<file path="config.mk">
export PLATFORM = sky130hd
export DESIGN_NAME = tmr_core
export DESIGN_NICKNAME = d
export VERILOG_FILES = /design/src/include/tmr_pkg.sv /design/src/core/tmr_core.sv
export SDC_FILE = /design/constraint.sdc
export NUM_CORES = 1
export LEC_CHECK = 0
export ABC_AREA = 1
export BUFFER_PORTS_ARGS = -buffer_cell sky130_fd_sc_hd__buf_4
export CAP_MARGIN = 15
export CELL_PAD_IN_SITES_DETAIL_PLACEMENT = 1
export CELL_PAD_IN_SITES_GLOBAL_PLACEMENT = 2
export CORE_MARGIN = 2
export CORE_UTILIZATION = 38
export DETAILED_ROUTE_END_ITERATION = 12
export PLACE_DENSITY_LB_ADDON = 0.1
export SLEW_MARGIN = 20
export SYNTH_ARGS = -nofsm -noshare
export SYNTH_HDL_FRONTEND = slang
export SYNTH_SLANG_ARGS = --single-unit
</file>
<file path="constraint.sdc">
create_clock -name ref_clk -period 3.4 [get_ports ref_clk]
set_input_delay 0.34 -clock ref_clk [delete_from_list [all_inputs] [get_ports ref_clk]]
set_output_delay 0.34 -clock ref_clk [all_outputs]
set_load 0.05 [all_outputs]
</file>
<file path="src/include/tmr_pkg.sv">
// Package with the register map, field layout and types of the 8-bit timer.
package tmr_pkg;

	// ----------------------------------------------------------------
	// Register offsets
	// ----------------------------------------------------------------
	localparam logic [3:0] TMR_OFS_CTRL_A  = 4'h0;
	localparam logic [3:0] TMR_OFS_CTRL_B  = 4'h1;
	localparam logic [3:0] TMR_OFS_COUNT   = 4'h2;
	localparam logic [3:0] TMR_OFS_CMP_A   = 4'h3;
	localparam logic [3:0] TMR_OFS_CMP_B   = 4'h4;
	localparam logic [3:0] TMR_OFS_MASK    = 4'h5;
	localparam logic [3:0] TMR_OFS_FLAG    = 4'h6;
	localparam logic [3:0] TMR_OFS_CLEAR   = 4'h7;
	localparam logic [3:0] TMR_OFS_POWER   = 4'h8;

	// ----------------------------------------------------------------
	// Fields, values after reset and count limits
	// ----------------------------------------------------------------
	localparam int unsigned TMR_CTRLA_COMA_LSB = 6;
	localparam int unsigned TMR_CTRLA_COMB_LSB = 4;
	localparam int unsigned TMR_CTRLB_WGM2     = 3;
	localparam int unsigned TMR_FLAG_OVF       = 0;
	localparam int unsigned TMR_FLAG_MATCH_A   = 1;
	localparam int unsigned TMR_FLAG_MATCH_B   = 2;
	localparam int unsigned TMR_PRE_W          = 10;
	localparam logic [7:0]  TMR_BOTTOM         = 8'h00;
	localparam logic [7:0]  TMR_MAX            = 8'hFF;
	localparam logic [7:0]  TMR_RST_BYTE       = 8'h00;
	localparam logic [2:0]  TMR_RST_FLAGS      = 3'h0;
	localparam logic        TMR_RST_POWER_OFF  = 1'b0;
	localparam logic [9:0]  TMR_PRE_MASK_DIV1    = 10'h000;
	localparam logic [9:0]  TMR_PRE_MASK_DIV8    = 10'h007;
	localparam logic [9:0]  TMR_PRE_MASK_DIV64   = 10'h03F;
	localparam logic [9:0]  TMR_PRE_MASK_DIV256  = 10'h0FF;
	localparam logic [9:0]  TMR_PRE_MASK_DIV1024 = 10'h3FF;

	// ----------------------------------------------------------------
	// Types
	// ----------------------------------------------------------------
	typedef enum logic [2:0] {
		TMR_CS_STOP    = 3'h0,
		TMR_CS_DIV1    = 3'h1,
		TMR_CS_DIV8    = 3'h2,
		TMR_CS_DIV64   = 3'h3,
		TMR_CS_DIV256  = 3'h4,
		TMR_CS_DIV1024 = 3'h5,
		TMR_CS_EXT_FALL = 3'h6,
		TMR_CS_EXT_RISE = 3'h7
	} tmr_clk_sel_t;

	typedef enum logic [2:0] {
		TMR_WGM_NORMAL    = 3'h0,
		TMR_WGM_PC_MAX    = 3'h1,
		TMR_WGM_CTC       = 3'h2,
		TMR_WGM_FAST_MAX  = 3'h3,
		TMR_WGM_PC_CMPA   = 3'h5,
		TMR_WGM_FAST_CMPA = 3'h7
	} tmr_wgm_t;

	typedef enum logic [1:0] {
		TMR_COM_OFF    = 2'h0,
		TMR_COM_TOGGLE = 2'h1,
		TMR_COM_CLEAR  = 2'h2,
		TMR_COM_SET    = 2'h3
	} tmr_com_t;

	typedef enum logic {
		TMR_DIR_UP   = 1'b0,
		TMR_DIR_DOWN = 1'b1
	} tmr_dir_t;

	typedef struct packed {
		logic [3:0] addr;
		logic [7:0] wdata;
		logic       wr;
		logic       rd;
	} tmr_bus_req_t;

endpackage

</file>
<file path="src/core/tmr_core.sv">
// Eight-bit timer/counter with two compare units and waveform outputs.
//
// Summary of operation
// Count and both compare values are 8-bit registers software can access.
// BOTTOM is a count of 0x00.
// MAX is a count of 0xFF, decimal 255.
// TOP is MAX or compare value A, chosen by the wave mode.
// Count is compared with compare values A and B every cycle.
// A match sets the matching unit's compare flag, a possible interrupt.
// Three interrupt sources: overflow, match A and match B.
// All flags are readable; each is masked by its own mask bit.
// Source is prescaler or external pin, with selectable pin edge.
// With no source selected the timer neither counts nor makes events.
// Source select is bits 2 to 0 of control register B.
// In PWM modes compare values are double buffered and loaded at a set point.
// Clear-on-match mode clears the count when it matches A.
// Compare results drive PWM or frequency waves on outputs A and B.
// Timer runs while its power-off bit is zero.
// Match flag sets on next tick; cleared by writing one or on service.
// Software count write beats count or clear; works while stopped.
// External pin is synchronised and edge detected before counting.
`timescale 1ns/1ps
`default_nettype none

module tmr_core (
	// Clock and reset
	input  wire logic                 ref_clk,
	input  wire logic                 rstn,
	// Register port
	input  wire tmr_pkg::tmr_bus_req_t bus_req,
	output var  logic [7:0]           rdata,
	// External count pin and interrupt service
	input  wire logic                 ext_count_pin,
	input  wire logic [2:0]           irq_ack,
	// Waveforms and interrupt
	output var  logic                 wave_out_a,
	output var  logic                 wave_out_b,
	output var  logic                 irq
);
	import tmr_pkg::*;

	// ----------------------------------------------------------------
	// State
	// ----------------------------------------------------------------
	tmr_com_t             com_a;
	tmr_com_t             com_b;
	logic [2:0]           wgm;
	tmr_clk_sel_t         clock_source_sel;
	logic [7:0]           timer_count;
	logic [7:0]           compare_value_a;
	logic [7:0]           compare_value_b;
	logic [7:0]           cmp_act_a;
	logic [7:0]           cmp_act_b;
	logic [2:0]           timer_flag_reg;
	logic [2:0]           timer_mask_reg;
	logic                 timer_power_off;
	logic [TMR_PRE_W-1:0] prescale;
	logic                 ext_s1;
	logic                 ext_s2;
	logic                 ext_s3;
	tmr_dir_t             dir;
	logic                 oc_a;
	logic                 oc_b;

	// ----------------------------------------------------------------
	// Register decode
	// ----------------------------------------------------------------
	wire wr_ctrl_a = bus_req.wr && bus_req.addr == TMR_OFS_CTRL_A;
	wire wr_ctrl_b = bus_req.wr && bus_req.addr == TMR_OFS_CTRL_B;
	wire wr_count  = bus_req.wr && bus_req.addr == TMR_OFS_COUNT;
	wire wr_cmp_a  = bus_req.wr && bus_req.addr == TMR_OFS_CMP_A;
	wire wr_cmp_b  = bus_req.wr && bus_req.addr == TMR_OFS_CMP_B;
	wire wr_mask   = bus_req.wr && bus_req.addr == TMR_OFS_MASK;
	wire wr_flag   = bus_req.wr && bus_req.addr == TMR_OFS_FLAG;
	wire wr_clear  = bus_req.wr && bus_req.addr == TMR_OFS_CLEAR;
	wire wr_power  = bus_req.wr && bus_req.addr == TMR_OFS_POWER;

	// ----------------------------------------------------------------
	// Mode and compare
	// ----------------------------------------------------------------
	wire is_pc   = wgm == TMR_WGM_PC_MAX || wgm == TMR_WGM_PC_CMPA;
	wire is_fast = wgm == TMR_WGM_FAST_MAX || wgm == TMR_WGM_FAST_CMPA;
	wire is_pwm  = is_pc || is_fast;
	wire top_is_a = wgm == TMR_WGM_CTC || wgm == TMR_WGM_PC_CMPA ||
		wgm == TMR_WGM_FAST_CMPA;
	// Outside PWM the buffer is the compare value itself.
	wire [7:0] eff_a = is_pwm ? cmp_act_a : compare_value_a;
	wire [7:0] eff_b = is_pwm ? cmp_act_b : compare_value_b;
	wire [7:0] top_val = top_is_a ? eff_a : TMR_MAX;
	wire at_top    = timer_count == top_val;
	wire at_bottom = timer_count == TMR_BOTTOM;
	wire at_max    = timer_count == TMR_MAX;
	wire match_a   = timer_count == eff_a;
	wire match_b   = timer_count == eff_b;

	// ----------------------------------------------------------------
	// Clock select
	// ----------------------------------------------------------------
	wire [9:0] pre_mask =
		clock_source_sel == TMR_CS_DIV8    ? TMR_PRE_MASK_DIV8 :
		clock_source_sel == TMR_CS_DIV64   ? TMR_PRE_MASK_DIV64 :
		clock_source_sel == TMR_CS_DIV256  ? TMR_PRE_MASK_DIV256 :
		clock_source_sel == TMR_CS_DIV1024 ? TMR_PRE_MASK_DIV1024 :
		TMR_PRE_MASK_DIV1;
	wire int_sel = clock_source_sel != TMR_CS_STOP &&
		clock_source_sel != TMR_CS_EXT_FALL &&
		clock_source_sel != TMR_CS_EXT_RISE;
	wire ext_rise = ext_s2 && !ext_s3;
	wire ext_fall = !ext_s2 && ext_s3;
	wire pre_hit = (prescale & pre_mask) == pre_mask;
	wire timer_tick = !timer_power_off && (
		(int_sel && pre_hit) ||
		(clock_source_sel == TMR_CS_EXT_FALL && ext_fall) ||
		(clock_source_sel == TMR_CS_EXT_RISE && ext_rise));

	// ----------------------------------------------------------------
	// Counter
	// ----------------------------------------------------------------
	logic [7:0] next_count;
	tmr_dir_t   next_dir;
	always_comb begin
		next_count = timer_count;
		next_dir   = dir;
		if (timer_tick) begin
			if (is_pc) begin
				if (dir == TMR_DIR_UP && at_top) begin
					next_dir   = TMR_DIR_DOWN;
					next_count = timer_count - 8'h01;
				end else if (dir == TMR_DIR_DOWN && at_bottom) begin
					next_dir   = TMR_DIR_UP;
					next_count = timer_count + 8'h01;
				end else if (dir == TMR_DIR_UP) begin
					next_count = timer_count + 8'h01;
				end else begin
					next_count = timer_count - 8'h01;
				end
			end else if (at_top) begin
				next_count = TMR_BOTTOM;
			end else begin
				next_count = timer_count + 8'h01;
			end
		end
		if (wr_count) begin
			next_count = bus_req.wdata;
		end
	end

	// ----------------------------------------------------------------
	// Events and buffer load
	// ----------------------------------------------------------------
	wire down    = dir == TMR_DIR_DOWN;
	wire ev_ovf  = timer_tick && (is_pc ? (down && at_bottom) :
		is_fast ? at_top : at_max);
	wire ev_a    = timer_tick && match_a;
	wire ev_b    = timer_tick && match_b;
	wire wrap_ev = timer_tick && is_fast && at_top;
	wire upd     = timer_tick && at_top && (is_fast || !down);
	wire load_act = !is_pwm || upd;

	// ----------------------------------------------------------------
	// Waveform generation
	// ----------------------------------------------------------------
	function automatic logic wave_next(input logic oc, input tmr_com_t com,
		input logic ev, input logic wrap, input logic dn);
		logic set_val;
		set_val = com == TMR_COM_SET;
		wave_next = oc;
		if (com == TMR_COM_OFF) begin
			wave_next = oc;
		end else if (!is_pwm) begin
			if (ev) begin
				wave_next = com == TMR_COM_TOGGLE ? !oc : set_val;
			end
		end else if (com != TMR_COM_TOGGLE) begin
			if (is_fast && wrap) begin
				wave_next = !set_val;
			end else if (is_fast && ev) begin
				wave_next = set_val;
			end else if (is_pc && ev) begin
				wave_next = dn ? !set_val : set_val;
			end
		end
	endfunction

	wire next_oc_a = wave_next(oc_a, com_a, ev_a, wrap_ev, down);
	wire next_oc_b = wave_next(oc_b, com_b, ev_b, wrap_ev, down);

	// ----------------------------------------------------------------
	// Flags and interrupt
	// ----------------------------------------------------------------
	wire [2:0] flag_set = {ev_b, ev_a, ev_ovf};
	wire [2:0] flag_clr = ((wr_flag || wr_clear) ?
		bus_req.wdata[2:0] : 3'h0) | irq_ack;
	// A new event in the clearing cycle wins over the clear.
	wire [2:0] next_flags = (timer_flag_reg & ~flag_clr) | flag_set;
	wire [2:0] next_mask = wr_mask ? bus_req.wdata[2:0] : timer_mask_reg;

	// ----------------------------------------------------------------
	// Read mux
	// ----------------------------------------------------------------
	wire [7:0] rd_val =
		bus_req.addr == TMR_OFS_CTRL_A ?
			{com_a, com_b, 2'h0, wgm[1:0]} :
		bus_req.addr == TMR_OFS_CTRL_B ?
			{4'h0, wgm[2], clock_source_sel} :
		bus_req.addr == TMR_OFS_COUNT ? timer_count :
		bus_req.addr == TMR_OFS_CMP_A ? compare_value_a :
		bus_req.addr == TMR_OFS_CMP_B ? compare_value_b :
		bus_req.addr == TMR_OFS_MASK  ? {5'h00, timer_mask_reg} :
		bus_req.addr == TMR_OFS_FLAG  ? {5'h00, timer_flag_reg} :
		bus_req.addr == TMR_OFS_POWER ? {7'h00, timer_power_off} :
		8'h00;

	// ----------------------------------------------------------------
	// Registers
	// ----------------------------------------------------------------
	always_ff @(posedge ref_clk or negedge rstn) begin
		if (!rstn) begin
			com_a            <= TMR_COM_OFF;
			com_b            <= TMR_COM_OFF;
			wgm              <= TMR_WGM_NORMAL;
			clock_source_sel <= TMR_CS_STOP;
			timer_power_off  <= TMR_RST_POWER_OFF;
		end else begin
			if (wr_ctrl_a) begin
				com_a    <= tmr_com_t'(bus_req.wdata[TMR_CTRLA_COMA_LSB +: 2]);
				com_b    <= tmr_com_t'(bus_req.wdata[TMR_CTRLA_COMB_LSB +: 2]);
				wgm[1:0] <= bus_req.wdata[1:0];
			end
			if (wr_ctrl_b) begin
				wgm[2]           <= bus_req.wdata[TMR_CTRLB_WGM2];
				clock_source_sel <= tmr_clk_sel_t'(bus_req.wdata[2:0]);
			end
			if (wr_power) begin
				timer_power_off <= bus_req.wdata[0];
			end
		end
	end

	always_ff @(posedge ref_clk or negedge rstn) begin
		if (!rstn) begin
			timer_count     <= TMR_RST_BYTE;
			dir             <= TMR_DIR_UP;
			compare_value_a <= TMR_RST_BYTE;
			compare_value_b <= TMR_RST_BYTE;
			cmp_act_a       <= TMR_RST_BYTE;
			cmp_act_b       <= TMR_RST_BYTE;
		end else begin
			timer_count <= next_count;
			dir         <= next_dir;
			if (wr_cmp_a) begin
				compare_value_a <= bus_req.wdata;
			end
			if (wr_cmp_b) begin
				compare_value_b <= bus_req.wdata;
			end
			if (load_act) begin
				cmp_act_a <= compare_value_a;
				cmp_act_b <= compare_value_b;
			end
		end
	end

	always_ff @(posedge ref_clk or negedge rstn) begin
		if (!rstn) begin
			prescale <= '0;
			ext_s1   <= 1'b0;
			ext_s2   <= 1'b0;
			ext_s3   <= 1'b0;
		end else begin
			prescale <= timer_power_off ? '0 : prescale + 1'b1;
			ext_s1   <= ext_count_pin;
			ext_s2   <= ext_s1;
			ext_s3   <= ext_s2;
		end
	end

	always_ff @(posedge ref_clk or negedge rstn) begin
		if (!rstn) begin
			timer_flag_reg <= TMR_RST_FLAGS;
			timer_mask_reg <= TMR_RST_FLAGS;
			irq            <= 1'b0;
			oc_a           <= 1'b0;
			oc_b           <= 1'b0;
			wave_out_a     <= 1'b0;
			wave_out_b     <= 1'b0;
			rdata          <= TMR_RST_BYTE;
		end else begin
			timer_flag_reg <= next_flags;
			timer_mask_reg <= next_mask;
			irq            <= |(next_flags & next_mask);
			oc_a           <= next_oc_a;
			oc_b           <= next_oc_b;
			wave_out_a     <= next_oc_a && com_a != TMR_COM_OFF;
			wave_out_b     <= next_oc_b && com_b != TMR_COM_OFF;
			rdata          <= bus_req.rd ? rd_val : 8'h00;
		end
	end
endmodule

`default_nettype wire

</file>
==> results_dict.tcl, run 1 <==
set metrics [dict create \
    ys_seq_area_share_pct 42.5 \
    cts-buffers-inserted 9 \
    cts_hold_buf 0 \
    synth_top_family_by_area "simple AND/OR/NAND/NOR gates" \
    grt_pass1_wl_um 27300 \
    gp_congestion 0.834 \
    cts_tree "done" \
    setup_violations 0 \
    synth_xor_area_share_pct 2.65 \
    required_ps 3630 \
    slew_viol_final 0 \
    dieHeight_um 118 \
    cp-start-kind "flip-flop" \
    clk_pin_slew_ps 70 \
    dieArea_um2 14000 \
    yosysTopAreaCellShare_pct 42.5 \
    synth_compound_gate_area_share_pct 13.7 \
    total_power_mw 4.00 \
    cp-end-kind "flip-flop" \
    layout_common_cells "nand2_1 (215), dfrtp_1 (84), inv_1 (76), nor2_1 (56), o21ai_0 (53)" \
    combinationalPowerShare_pct 34.0 \
    crit_path_max_fanout 23 \
    fin_cells 867 \
    overflow 0 \
    cts_resized 0 \
    fp.dieW_um 118 \
    start_util_pct 39.1 \
    row_count 41 \
    period_needed_ps 2650 \
    rsz0062_at_grt "false" \
    layout-drive-gt1-share_pct 10.8 \
    grt_max_degree 85 \
    internal_power_mw 2.36 \
    post_drt_wl_per_cell_um 19.3 \
    tightest_slew_ps 803 \
    largest_register_ffs 10 \
    final_hold_viol_count 0 \
    critPathMostFrequentCell "nand2_1" \
    fin_nets 714 \
    switching_share_pct 41.0 \
    slew_headroom_pct 46.5 \
    min_period_over_period_pct 78.1 \
    synthAdderAreaFrac_pct 0.758 \
    avgSynthCellArea_um2 7.43 \
    syn_area_um2 4950 \
    core-area_um2 12700 \
    viasPerCell 5.35 \
    finalCoreUtilization_pct 44.2 \
    vias 4635 \
    synth-async-reset-ratio_pct 100 \
    diodes 0 \
    wl_um 16700 \
    skew_ps 11.9 \
    placed_area_um2 5270 \
    syn_nets 689 \
    synthSimpleGateAreaFrac_pct 29.2 \
    clk_latency_ps 350 \
    ys_ff_latch 84 \
    synth_mux_area_share_pct 2.50 \
    drtAntennaViolNets 0 \
    hpwl_um 12500 \
    portBuffers 30 \
    seq_area_um2 2100 \
    pwr-share-clk_pct 27.5 \
    place_inst 852 \
    synth.distinct_cells 43 \
    fin_area_um2 5600 \
    critical_path_class "reg2reg" \
    synth_warnings 0 \
    ys_top_cells_by_area "dfrtp_1 (42%), nand2_1 (16%), inv_1 (5.8%)" \
    cts_root_buf "clkbuf_16" \
    grt_pass1_vias 4897 \
    regMostFlops "prescale" \
    max_freq_mhz 377 \
    power.density_nw_per_um2 714 \
    groute.usage.overall_pct 25.4 \
    critPathMaxStageDelay_ps 550 \
    min_path_type "in2async" \
    cp.arrival_ps 2890 \
    status "finished clean" \
    firstDrtPassIters 5 \
    cap_viol_max_count 0 \
    synth_edf_count 0 \
    drcViolationCount 0 \
    clock_sinks 84 \
    cp_cell_sequence "inv_4, nand3_2, nand2_2, nand2_1, nand2_1, nand2_1, inv_1, nand2_2, nor2_4, o211ai_2, nand2_4, mux2_2" \
    p_leak_nw 2.87 \
    drt_iter0_drc 274 \
    critPathTopFamily "simple AND/OR/NAND/NOR gates" \
    cts_setup_buffers 0 \
    clock_path_buffers 2 \
    antenna_found_initial 0 \
    fin_setup_tns_ps 0 \
    syn_inst 666 \
    pin_count 31 \
    multi_input_area_um2 2420 \
    power_frac_seq_pct 38.5 \
    final_common_cell "nand2_1" \
    num-fill-cells 1606 \
    max-vdd-ir-drop_mv 0.330 \
    htreeDepth 3 \
    yosys.area.top_type "dfrtp_1" \
    syn2layout_area_growth_pct 13.1 \
    p_switching_mw 1.64 \
    path_buf_inv 2 \
    critPathSlowestCell "dfrtp_1" \
    synth_flop_cell "dfrtp_1" \
]
logic make-up after synthesis:
logic type | count (synthesis)
compound gates | 115
simple gates | 343
buf+inv | 97
fa+ha+maj | 3
xor+xnor | 15
flops | 84
mux | 9
final cells by class:
type / count / area share, %
Clock buffer: 10 / 4.27
Multi-Input combinational cell: 485 / 43.2
Sequential cell: 84 / 37.6
Timing Repair Buffer: 32 / 4.36
Tap cell: 172 / 3.84
Inverter: 79 / 5.34
Clock inverter: 5 / 1.48
routing by layer:
metal | vias to the layer above | global-route usage (%) | wire length [um]
met3 | 29 | 3.86 | 605
met5 | - | 0 | 0
met2 | 85 | 39.0 | 7520
met4 | 0 | 10.4 | 517
li1 | 2209 | - | -
met1 | 2312 | 35.7 | 8070
cells in the mapped netlist, types with 2 or more instances:
| library cell | instances |
|---|---|
| buf_2 | 8 |
| clkbuf_1 | 3 |
| mux2_4 | 6 |
| mux2_2 | 3 |
| nor2_1 | 56 |
| nor3_1 | 8 |
| inv_1 | 76 |
| o21ai_0 | 53 |
| o22ai_1 | 2 |
| nand2_2 | 4 |
| nand2_1 | 215 |
| nand2_4 | 2 |
| nand3_2 | 2 |
| xor2_1 | 14 |
| o211ai_1 | 7 |
| o21ai_1 | 2 |
| o21ai_2 | 2 |
| nor2_4 | 2 |
| a31oi_1 | 2 |
| ha_1 | 3 |
| a221oi_1 | 8 |
| nor3_2 | 2 |
| a211oi_1 | 2 |
| nand4_1 | 13 |
| dfrtp_1 | 84 |
| a21oi_1 | 28 |
| o221ai_1 | 4 |
| nand3_1 | 36 |
| buf_6 | 5 |
power by group through the flow:
stage	sequential, mW	clock, mW	combinational (mW)
3_3_place_gp	1.55	0	1.31
3_5_place_dp	1.55	0	1.35
6_report	1.54	1.10	1.36
5_1_grt	1.57	1.16	1.55
4_1_cts	1.54	1.12	1.36
2_1_floorplan	1.41	0	1.07
final timing paths:
| kind | start | to | slack (ps) | depth (start not counted) |
|---|---|---|---|---|
| max in group asynchronous | rstn | timer_count[5] | 2800 | 1 |
| setup reg to reg | wgm[0] | cmp_act_b[0] | 750 | 12 |
| setup / recovery | wgm[0] | cmp_act_b[0] | 750 | 12 |
| min in group ref_clk | ext_count_pin | ext_s1 | 100 | 1 |
| hold / removal | rstn | prescale[2] | 60 | 1 |
| hold reg to reg | ext_s1 | ext_s2 | 350 | 0 |
per-stage QoR:
stage	hold slack [ps]	setup slack [ps]
finish	59.6	746
global placement	349	841
global route	88.6	566
CTS	87.7	776
floorplan	44.4	1430
detailed placement	339	803
No activity file was read; power rests on OpenSTA's default activity.
==> run 2, diff against run 1 <==
Settings changed: CORE_UTILIZATION 38 to 32.
Clock period 3.4 ns to 2.2 ns, I/O delays scaled along.
==> run 2 against run 1 <==
  * The flow now finishes with violations (setup timing)
  * Largest power group is now combinational logic
  * Core utilization decreased by 2.8 points
  * Cell count increased by 6.8%
  * Critical endpoint is now oc_b
  * First-iteration DRC count increased by 2.2%
  * Hold slack improved by 87 ps
  * Routed wire length increased by 7.8%
  * Critical path type unchanged
  * Combinational power increased by 110%
==> results_dict.tcl, run 2 (synthesis gave the netlist of run 1 again) <==
set metrics [dict create \
    dieHeight_um 128 \
    seq_area_um2 2100 \
    crit_path_max_fanout 7 \
    critical_path_class "reg2reg" \
    slew_viol_final 0 \
    cp_cell_sequence "clkinvlp_4, nand2_2, nand2_2, nand2_2, nand2_2, o21ai_4, nand2_2, nor2_4, nand4_1, nand2_1, inv_1, nand2_1, nand2_1, nand2_1, nand2_1, nand2_2, nand2_1" \
    finalCoreUtilization_pct 41.4 \
    grt_pass1_vias 5036 \
    hold_start "irq_ack[1]" \
    slew_headroom_pct 62.8 \
    num-fill-cells 1815 \
    p_leak_nw 3.13 \
    viasPerCell 5.16 \
    timing.hold.ws_ps 147 \
    cts-buffers-inserted 9 \
    dp_slack_ps -101 \
    syn2layout_area_growth_pct 26.6 \
    clk_pin_slew_ps 70 \
    power.density_nw_per_um2 1090 \
    r2r_start "wgm[0]" \
    layout-drive-gt1-share_pct 22.9 \
    setup_violations 2 \
    pin_count 31 \
    groute.usage.overall_pct 23.2 \
    overflow 0 \
    critPathTopFamily "simple AND/OR/NAND/NOR gates" \
    cp-startpoint "wgm[0]" \
    fp.dieW_um 128 \
    hpwl_um 13700 \
    core-area_um2 15100 \
    antenna_found_initial 0 \
    post_drt_wl_per_cell_um 19.4 \
    tightest_slew_ps 557 \
    dieArea_um2 16500 \
    max-vdd-ir-drop_mv 0.475 \
    required_ps 2430 \
    skew_ps 9.39 \
    regMostFlops "prescale" \
    min_path_type "in2reg" \
    setup_ws_ps -17.2 \
    clk_latency_ps 340 \
    portBuffers 30 \
    layout_common_cells "nand2_1 (197), dfrtp_1 (82), inv_1 (74), buf_4 (62), o21ai_0 (47)" \
    drcViolationCount 0 \
    cts_tree "done" \
    violations "setup timing" \
    cap_viol_max_count 0 \
    htreeDepth 3 \
    final_hold_viol_count 0 \
    drt_iter0_drc 280 \
    drtAntennaViolNets 0 \
    grt_pass1_wl_um 28700 \
    clock_sinks 84 \
    diodes 0 \
    gp_congestion 0.882 \
    status "finished, violations left" \
    wl_um 18000 \
    path_buf_inv 2 \
    cp.arrival_ps 2450 \
    cts_root_buf "clkbuf_16" \
    critPathSlowestCell "dfrtp_2" \
    critPathMaxStageDelay_ps 460 \
    final_common_cell "nand2_1" \
    max_freq_mhz 451 \
    largest_register_ffs 10 \
    vias 4776 \
    start_util_pct 32.7 \
    min_period_over_period_pct 101 \
    row_count 45 \
    cp-end-kind "flip-flop" \
    cp-start-kind "flip-flop" \
    multi_input_area_um2 2700 \
    clock_path_buffers 2 \
    firstDrtPassIters 4 \
    grt_max_degree 35 \
    rsz0062_at_grt "true" \
    fin_nets 757 \
    period_needed_ps 2220 \
    total_power_mw 6.81 \
]
[run 2: cell count changes in the layout (fill, tap and decap cells not counted), sizes merged]
cell / change
buf: +39
dlygate4sd3: +2
inv: -2
clkbuf: +1
clkinv: +1
clkinvlp: +1
nand2: +1
[run 2: path summary, 6_finish.rpt]
kind                                endpoint  slack, ps  depth (start not counted)
setup / recovery                        oc_b        -20                         17
max in group asynchronous        prescale[4]       1180                          3
hold reg to reg                       ext_s2        370                          0
setup reg to reg                        oc_b        -20                         17
min in group asynchronous       cmp_act_a[2]        370                          2
hold / removal             timer_flag_reg[1]        150                          4
[run 2: cell type report]
cell class	instances	area share, %
well taps	188	3.75
clock buffers	11	3.87
repair inverters	1	0.120
clock inverters	4	1.18
multi-input cells	486	43.1
inverters	79	4.77
flip-flops and latches	84	33.6
repair buffers	73	9.62
[run 2: layer usage]
layer  track usage [%]  up-vias  part of all wire (%)
li1                  -     2301                     -
met1              32.1     2387                    48
met2              37.4       76                    47
met3              4.62       12                   3.7
met4              6.14        0                  0.85
met5                 0        -                     0
[run 2: stage by stage]
step | setup TNS [ps] | cell area, um2 | std cells
floorplan | 0 | 4950 | 666
global placement | 0 | 5580 | 905
detailed placement | -483 | 5580 | 905
CTS | 0 | 5990 | 926
global route | -2500 | 6270 | 926
finish | -21.1 | 6270 | 926
[run 2: timing repair]
item,CTS,global route
pin swaps,2,23
buffers inserted,2,0
hold endpoints to repair,30,0
setup endpoints to repair,11,30
cloned,2,0
hold buffers,2,0
resized for setup,14,78
[run 2: worst min-delay path, cell delays in order]
cell     delay, ps
buf_4           80
a21oi_1         40
nand2_1         50
nand2_1         60
[run 2: where the power goes]
part / switching [mW] / total [mW] / internal (mW)
clock: 0.612 / 1.63 / 1.02
sequential: 0.397 / 2.30 / 1.90
combinational: 1.80 / 2.89 / 1.09
